## src/design/tfsr_defines.svh

```systemverilog
// register offsets, field positions and reset values of the filter register bank
`ifndef TFSR_DEFINES_SVH
`define TFSR_DEFINES_SVH
`define TFSR_ADDR_W        9
`define TFSR_OFF_CFG_A     9'h000
`define TFSR_OFF_CFG_B     9'h001
`define TFSR_OFF_CHIP      9'h003
`define TFSR_OFF_PART_LO   9'h004
`define TFSR_OFF_PART_HI   9'h005
`define TFSR_OFF_END_IDX   9'h011
`define TFSR_OFF_BEGIN_IDX 9'h012
`define TFSR_OFF_DIR       9'h013
`define TFSR_OFF_PTR       9'h014
`define TFSR_OFF_DIRECT    9'h020
`define TFSR_OFF_TABLE     9'h100
`define TFSR_TABLE_SEL     8
`define TFSR_RST_CFG       8'h00
`define TFSR_RST_CFG_A     4'h0
`define TFSR_RST_OUT_CFG   4'h1
`define TFSR_RST_END_IDX   7'h7f
`define TFSR_RST_IDX       7'h00
`define TFSR_RST_CODE      8'h00
`define TFSR_CFGB_RW_MASK  8'he1
`define TFSR_BIT_SOFTRST   0
`define TFSR_BIT_STREAM    7
`define TFSR_HP_HI         7
`define TFSR_HP_LO         4
`define TFSR_LP_HI         3
`define TFSR_LP_LO         0
`endif

```

## src/design/tfsr_pkg.sv

```systemverilog
// types shared by the filter register bank
package tfsr_pkg;
  typedef logic [6:0] tfsr_idx_t;
  typedef logic [7:0] tfsr_byte_t;
  typedef enum logic {tfsr_mode_direct, tfsr_mode_table} tfsr_mode_e;
endpackage

```

## src/design/tfsr_table_if.sv

```systemverilog
// lookup table access bundle between the register bank and its table
`timescale 1ns/10ps
interface tfsr_table_if;
  logic                 wr_en;
  tfsr_pkg::tfsr_idx_t  wr_idx;
  tfsr_pkg::tfsr_byte_t wr_data;
  tfsr_pkg::tfsr_idx_t  rd_idx;
  tfsr_pkg::tfsr_byte_t rd_data;
  tfsr_pkg::tfsr_idx_t  seq_idx;
  tfsr_pkg::tfsr_byte_t seq_data;
  modport owner (output wr_en, wr_idx, wr_data, rd_idx, seq_idx, input rd_data, seq_data);
  modport store (input wr_en, wr_idx, wr_data, rd_idx, seq_idx, output rd_data, seq_data);
endinterface

```

## src/design/tfsr_table.sv

```systemverilog
// 128-entry filter state table with one write and two read ports
`timescale 1ns/10ps
`include "tfsr_defines.svh"
module tfsr_table #(
  parameter int DEPTH = 128
) (
  // clock and reset
  input wire logic clk,
  input wire logic rst,
  input wire logic soft_clr,
  // access
  tfsr_table_if.store tbl
);
  tfsr_pkg::tfsr_byte_t mem_q [DEPTH];

  assign tbl.rd_data  = mem_q[tbl.rd_idx];
  assign tbl.seq_data = mem_q[tbl.seq_idx];

  always_ff @(posedge clk or posedge rst) begin
    if (rst) begin
      for (int i = 0; i < DEPTH; i++) mem_q[i] <= `TFSR_RST_CODE;
    end else if (soft_clr) begin
      for (int i = 0; i < DEPTH; i++) mem_q[i] <= `TFSR_RST_CODE;
    end else if (tbl.wr_en) begin
      mem_q[tbl.wr_idx] <= tbl.wr_data;
    end
  end
endmodule // tfsr_table

```

## src/design/tfsr_stepper.sv

```systemverilog
// fast-latch pointer sequencer
`timescale 1ns/10ps
`include "tfsr_defines.svh"
module tfsr_stepper (
  // clock and reset
  input  wire logic                clk,
  input  wire logic                rst,
  input  wire logic                soft_clr,
  // controls
  input  wire logic                step,
  input  wire logic                restart,
  input  wire logic                dir_down,
  input  wire tfsr_pkg::tfsr_idx_t begin_idx,
  input  wire tfsr_pkg::tfsr_idx_t end_idx,
  // pointer
  output tfsr_pkg::tfsr_idx_t      ptr
);
  tfsr_pkg::tfsr_idx_t ptr_q;
  tfsr_pkg::tfsr_idx_t ptr_d;
  wire                 at_end = (ptr_q == end_idx);

  // wraps to start after the stop entry
  assign ptr_d = restart ? begin_idx :
                 at_end  ? begin_idx :
                 dir_down ? tfsr_pkg::tfsr_idx_t'(ptr_q - 7'h01) :
                            tfsr_pkg::tfsr_idx_t'(ptr_q + 7'h01);
  assign ptr = ptr_q;

  always_ff @(posedge clk or posedge rst) begin
    if (rst) ptr_q <= `TFSR_RST_IDX;
    else if (soft_clr) ptr_q <= `TFSR_RST_IDX;
    else if (step || restart) ptr_q <= ptr_d;
  end
endmodule // tfsr_stepper

```

## src/design/tfsr_regs.sv

```systemverilog
// register bank of the tunable filter serial control port
`timescale 1ns/10ps
`include "tfsr_defines.svh"
module tfsr_regs #(
  parameter logic [7:0]  CHIP_CATEGORY = 8'h5a, // arbitrary value
  parameter logic [15:0] PART_CODE     = 16'ha5c3 // arbitrary value
) (
  // clock and reset
  input  wire logic                       clk,
  input  wire logic                       rst,
  // register access from the serial port engine
  input  wire logic                       reg_wr,
  input  wire logic                       reg_rd,
  input  wire logic [`TFSR_ADDR_W-1:0]    reg_addr,
  input  wire logic [7:0]                 reg_wdata,
  output logic [7:0]                      reg_rdata,
  output logic                            reg_rvalid,
  // serial port configuration
  output logic                            lsb_first,
  output logic                            big_endian,
  output logic                            sdo_enable,
  output logic                            single_instruction,
  // filter control
  input  wire logic                       mode_table,
  input  wire logic                       latch_step,
  output logic [3:0]                      highpass_code,
  output logic [3:0]                      lowpass_code
);
  // ********************************
  // storage
  // ********************************
  logic [3:0]           cfg_a_q;
  logic [7:0]           cfg_b_q;
  tfsr_pkg::tfsr_idx_t  end_idx_q;
  tfsr_pkg::tfsr_idx_t  begin_idx_q;
  logic                 dir_q;
  tfsr_pkg::tfsr_byte_t direct_q;
  logic [7:0]           rdata_q;
  logic                 rvalid_q;
  logic [7:0]           filt_q;
  logic [3:0]           out_cfg_q;
  logic                 mode_q;
  tfsr_pkg::tfsr_idx_t  ptr;
  tfsr_table_if         tbl ();

  // ********************************
  // decode
  // ********************************
  function automatic logic hit(input logic [`TFSR_ADDR_W-1:0] a, input logic [`TFSR_ADDR_W-1:0] off);
    hit = (a == off);
  endfunction

  // a one in either mirrored copy sets the bit; both low clears it
  function automatic logic [3:0] fold_cfg(input logic [7:0] d);
    fold_cfg = d[3:0] | {d[4], d[5], d[6], d[7]};
  endfunction

  wire       wr_cfg_a   = reg_wr && hit(reg_addr, `TFSR_OFF_CFG_A);
  wire       wr_cfg_b   = reg_wr && hit(reg_addr, `TFSR_OFF_CFG_B);
  wire       wr_end     = reg_wr && hit(reg_addr, `TFSR_OFF_END_IDX);
  wire       wr_begin   = reg_wr && hit(reg_addr, `TFSR_OFF_BEGIN_IDX);
  wire       wr_dir     = reg_wr && hit(reg_addr, `TFSR_OFF_DIR);
  wire       wr_direct  = reg_wr && hit(reg_addr, `TFSR_OFF_DIRECT);
  wire       table_sel  = reg_addr[`TFSR_TABLE_SEL];
  wire [3:0] cfg_a_new  = fold_cfg(reg_wdata);
  // a write with bits 0 and 7 both at zero resets the bank for one cycle
  wire       soft_clr   = wr_cfg_a && !cfg_a_new[`TFSR_BIT_SOFTRST];
  wire       mode_edge  = mode_table && !mode_q;

  assign tbl.wr_en   = reg_wr && table_sel && !soft_clr;
  assign tbl.wr_idx  = reg_addr[6:0];
  assign tbl.wr_data = reg_wdata;
  assign tbl.rd_idx  = reg_addr[6:0];
  assign tbl.seq_idx = ptr;

  // ********************************
  // read mux
  // ********************************
  logic [7:0] rd_mux;
  always_comb begin
    rd_mux = 8'h00;
    if (table_sel) rd_mux = tbl.rd_data;
    else begin
      unique case (reg_addr)
        `TFSR_OFF_CFG_A:     rd_mux = {cfg_a_q[0], cfg_a_q[1], cfg_a_q[2], cfg_a_q[3], cfg_a_q};
        `TFSR_OFF_CFG_B:     rd_mux = cfg_b_q;
        `TFSR_OFF_CHIP:      rd_mux = CHIP_CATEGORY;
        `TFSR_OFF_PART_LO:   rd_mux = PART_CODE[7:0];
        `TFSR_OFF_PART_HI:   rd_mux = PART_CODE[15:8];
        `TFSR_OFF_END_IDX:   rd_mux = {1'b0, end_idx_q};
        `TFSR_OFF_BEGIN_IDX: rd_mux = {1'b0, begin_idx_q};
        `TFSR_OFF_DIR:       rd_mux = {7'h00, dir_q};
        `TFSR_OFF_PTR:       rd_mux = {1'b0, ptr};
        `TFSR_OFF_DIRECT:    rd_mux = direct_q;
        default:             rd_mux = 8'h00;
      endcase
    end
  end

  // ********************************
  // filter source selection
  // ********************************
  wire [7:0] filt_d = mode_table ? (latch_step ? tbl.seq_data : filt_q) : direct_q;

  // ********************************
  // registers
  // ********************************
  always_ff @(posedge clk or posedge rst) begin
    if (rst) begin
      cfg_a_q     <= `TFSR_RST_CFG_A;
      cfg_b_q     <= `TFSR_RST_CFG;
      end_idx_q   <= `TFSR_RST_END_IDX;
      begin_idx_q <= `TFSR_RST_IDX;
      dir_q       <= 1'b0;
      direct_q    <= `TFSR_RST_CODE;
    end else if (soft_clr) begin
      cfg_a_q     <= `TFSR_RST_CFG_A;
      cfg_b_q     <= `TFSR_RST_CFG;
      end_idx_q   <= `TFSR_RST_END_IDX;
      begin_idx_q <= `TFSR_RST_IDX;
      dir_q       <= 1'b0;
      direct_q    <= `TFSR_RST_CODE;
    end else begin
      if (wr_cfg_a)  cfg_a_q     <= cfg_a_new;
      if (wr_cfg_b)  cfg_b_q     <= reg_wdata & `TFSR_CFGB_RW_MASK;
      if (wr_end)    end_idx_q   <= reg_wdata[6:0];
      if (wr_begin)  begin_idx_q <= reg_wdata[6:0];
      if (wr_dir)    dir_q       <= reg_wdata[0];
      if (wr_direct) direct_q    <= reg_wdata;
    end
  end

  always_ff @(posedge clk or posedge rst) begin
    if (rst) begin
      rdata_q   <= 8'h00;
      rvalid_q  <= 1'b0;
      filt_q    <= `TFSR_RST_CODE;
      out_cfg_q <= `TFSR_RST_OUT_CFG;
      mode_q    <= 1'b0;
    end else begin
      rdata_q   <= reg_rd ? rd_mux : rdata_q;
      rvalid_q  <= reg_rd;
      filt_q    <= filt_d;
      out_cfg_q <= {cfg_b_q[`TFSR_BIT_STREAM], cfg_a_q[3:2], !cfg_a_q[1]};
      mode_q    <= mode_table;
    end
  end

  assign reg_rdata          = rdata_q;
  assign reg_rvalid         = rvalid_q;
  assign single_instruction = out_cfg_q[3];
  assign sdo_enable         = out_cfg_q[2];
  assign big_endian         = out_cfg_q[1];
  assign lsb_first          = out_cfg_q[0];
  assign highpass_code      = filt_q[`TFSR_HP_HI:`TFSR_HP_LO];
  assign lowpass_code       = filt_q[`TFSR_LP_HI:`TFSR_LP_LO];

  // ********************************
  // children
  // ********************************
  tfsr_table #(.DEPTH(128)) u_table (
    .clk      (clk),
    .rst      (rst),
    .soft_clr (soft_clr),
    .tbl      (tbl.store)
  );

  tfsr_stepper u_step (
    .clk       (clk),
    .rst       (rst),
    .soft_clr  (soft_clr),
    .step      (latch_step && mode_table),
    .restart   (mode_edge),
    .dir_down  (dir_q),
    .begin_idx (begin_idx_q),
    .end_idx   (end_idx_q),
    .ptr       (ptr)
  );
endmodule // tfsr_regs

```

## config.mk

```make
export PLATFORM = sky130hd
export DESIGN_NAME = tfsr_regs
export DESIGN_NICKNAME = d
export VERILOG_FILES = /design/src/design/tfsr_pkg.sv /design/src/design/tfsr_table_if.sv /design/src/design/tfsr_table.sv /design/src/design/tfsr_stepper.sv /design/src/design/tfsr_regs.sv
export VERILOG_INCLUDE_DIRS = /design/src /design/src/design
export SDC_FILE = /design/constraint.sdc
export NUM_CORES = 2
export LEC_CHECK = 0
export BUFFER_PORTS_ARGS = -buffer_cell sky130_fd_sc_hd__buf_2
export CAP_MARGIN = 20
export CELL_PAD_IN_SITES_DETAIL_PLACEMENT = 0
export CELL_PAD_IN_SITES_GLOBAL_PLACEMENT = 1
export CORE_MARGIN = 2
export CORE_UTILIZATION = 56
export DETAILED_ROUTE_END_ITERATION = 8
export PLACE_DENSITY_LB_ADDON = 0.1
export SLEW_MARGIN = 20
export SYNTH_ARGS = -nofsm -noshare
export SYNTH_HDL_FRONTEND = slang
export SYNTH_HIERARCHICAL = 1
export SYNTH_SLANG_ARGS = --single-unit
```

## constraint.sdc

```tcl
create_clock -name clk -period 87 [get_ports clk]
set_input_delay 13.05 -clock clk [delete_from_list [all_inputs] [get_ports clk]]
set_output_delay 13.05 -clock clk [all_outputs]
set_load 0.02 [all_outputs]
```

==> out/metrics.yaml <==
grt_max_degree: 168
port_buffers: 43
dieArea_sq_um: 113000
final_cell_mix: "1,072 x dfrtp_1, 909 x nand2_1, 841 x a21oi_1"
syn_nets: 5727
dr.pass1.iters: 6
power_frac_seq: 0.413
seq_area_frac_synth: 0.439
postCtsSetupBuffers: 0
final_cells: 6934
max_freq_mhz: 56.4
netlist_top_cells_area: "dfrtp_1 44%, mux4_2 25%, a21oi_1 6.8%, nand2_1 5.5%, nand3_1 4.2%"
start_util: 0.566
hp-class: "flip-flop to flip-flop"
ys.warnings.count: 6
first_global_vias: 47262
synth_area_leader_cell: "dfrtp_1"
slew_viol_final: 0
dp_cells: 6705
post_cts_resized: 0
grt_antenna_before_repair: 17
yosysUniqueCellTypes: 71
period_needed_ns: 17.73
postSynth.asyncResetShare: 1.00
grtUsageTotal: 0.375
vias_per_cell: 7.04
post-route-util: 0.611
p_int_w: 0.000956
timing.max_cap.violations: 0
yosys_register_bits: 1084
critPathKind: "input port to flip-flop"
critical_path_required_ns: 87.60
synth_edf_count: 0
final_common_cell: "dfrtp_1"
crit_arrival_ns: 18.33
path_clk_slew_ns: 0.06
grt-ovfl-total: 0
slew-limit-headroom: 0.212
rows: 121
skew_ns: 0.0168
cts_root_buffer: "clkbuf_16"
switching_share: 0.289
report.final.hold_viol_count: 0
cp-start-kind: "input port"
synth_area_sq_um: 61700
post-route-drc-count: 0
place.gp.congestion: 0.919
crit_path_end_kind: "flip-flop"
cts_buffers: 119
die_height_um: 336
drt_iter0_markers: 6528
drt-total-wl_mm: 208
vdd_drop_max_v: 0.0000273
die_w_um: 336
grt_pass1_wl_mm: 316
power_density_nw_per_um2: 20.2
status: "finished, final reports clean"
post_drt_wl_per_cell_um: 30.0
multiInputGateArea_sq_um: 32300
comb_power_share: 0.186
cts_num_sinks: 1084
worstMarginPinSlew_ns: 1.18
cts_tree: "done"
synthCells: 5698
cts-hold-fix-buffers: 0
insertion_delay_ns: 0.73
fill_cells: 8959
p_sw_w: 0.000389
dp_hpwl_mm: 123
postSynthAreaPerCell_sq_um: 10.8
synth_top_area_frac: 0.436
p_clk_frac: 0.401
drive_above_1_share: 0.202
cts.htree.levels: 3
ys.flop_type: "dfrtp_1"
vias: 48788
rsz0062_at_grt: "false"
pin_count: 44
nNetsFinal: 5381
cts_buffer_depth: 3
core_area_sq_um: 109000
ant_nets: 0
fin_setup_tns_ns: 0
crit_path_max_fanout: 74
fin_crit_sh: 0.204
syn_to_final_growth_pct: 8.05
setup_viol: 0
seq_area_sq_um: 27200
power_leakage_nw: 27.6
cells in the mapped netlist (4+ instances only):
| cell type | count |
|---|---|
| buf_1 | 68 |
| buf_2 | 48 |
| dfstp_2 | 8 |
| a21oi_1 | 841 |
| mux2i_1 | 233 |
| nor2_1 | 279 |
| mux2_2 | 18 |
| ha_1 | 5 |
| buf_6 | 7 |
| nand3b_1 | 5 |
| nor3_1 | 4 |
| o21ai_0 | 335 |
| o21ai_1 | 5 |
| nor4bb_1 | 10 |
| nand4_2 | 4 |
| dfrtp_1 | 1076 |
| inv_1 | 12 |
| buf_4 | 9 |
| nand4_1 | 8 |
| clkbuf_1 | 490 |
| a31oi_1 | 8 |
| and3b_1 | 4 |
| mux4_2 | 672 |
| nor4b_1 | 5 |
| nor2b_1 | 15 |
| nand4b_1 | 8 |
| nand2_1 | 909 |
| nand3_1 | 523 |
| xor2_1 | 11 |
| a32oi_1 | 4 |
flip-flops by register name, summed over array words and instances (netlist names):
signal and count:
mode_q 1, reg_rvalid 1, end_idx_q 7, u_step/ptr 7, dir_q 1, reg_rdata 8
cfg_b_q 4, u_table/mem_q 1024, filt_q 8, direct_q 8, begin_idx_q 7, cfg_a_q 4
out_cfg_q 4
layer usage:
layer	track usage	vias to the layer above	wire, um
met3	0.0833	527	21300
met1	0.537	25294	81100
met5	0	-	99
met2	0.564	2664	96200
li1	-	20289	-
met4	0.143	14	9080
area by class of cell:
type | instances | share of cell area
multi-input cells | 3978 | 0.484
clock inverters | 52 | 0.0101
repair buffers | 156 | 0.0184
inverters | 13 | 0.000956
diodes | 3 | 0.000113
flip-flops and latches | 1084 | 0.407
well taps | 1476 | 0.0277
clock buffers | 172 | 0.0520
through the flow:
stage / power, W / area (sq um) / hold WS, ns / worst slack (ns)
after floorplan: 0.000740 / 61700 / 0.366 / 45.13
after global placement: 0.000810 / 62500 / 0.398 / 68.66
after detailed placement: 0.000813 / 62500 / 0.403 / 68.52
after CTS: 0.00135 / 66700 / 0.416 / 69.30
after global routing: 0.00139 / 66700 / 0.427 / 69.11
final: 0.00135 / 66700 / 0.421 / 69.27
power groups by stage:
stage / clock [W] / sequential [W] / combinational [W]
floorplan: 0 / 0.000553 / 0.000187
global placement: 0 / 0.000562 / 0.000248
detailed placement: 0 / 0.000564 / 0.000250
CTS: 0.000546 / 0.000555 / 0.000250
global route: 0.000567 / 0.000558 / 0.000265
finish: 0.000540 / 0.000555 / 0.000250
logic make-up after synthesis:
group / count (synthesis) / share of synthesized area
AO/OA/AOI/OAI: 1226 / 0.102
XOR/XNOR: 13 / 0.00184
adder cells (fa/ha/maj): 6 / 0.00134
buffers and inverters: 636 / 0.0411
flip-flops: 1084 / 0.439
multiplexers: 923 / 0.286
AND/OR/NAND/NOR: 1810 / 0.128
worst paths after layout:
check	end	from	slack (ns)	cells after the start
min in group asynchronous	u_step/ptr[3]	rst	12.33	2
min	out_cfg_q[3]	cfg_b_q[7]	0.42	0
max in group asynchronous	u_table/mem_q[133]	rst	71.23	5
max reg2reg	filt_q[5]	u_step/ptr[0]	82.24	8
max	reg_rdata[0]	reg_addr[2]	69.27	10
min reg2reg	out_cfg_q[3]	cfg_b_q[7]	0.42	0
worst max-delay path, stage by stage:
cell,delay (ns)
buf_8,0.41
buf_4,0.74
buf_4,0.70
buf_4,0.67
mux4_2,0.43
mux4_2,0.48
mux4_2,0.59
mux2_2,0.41
a221o_1,0.37
o32a_1,0.29
Power figures use the tool's default switching activity.
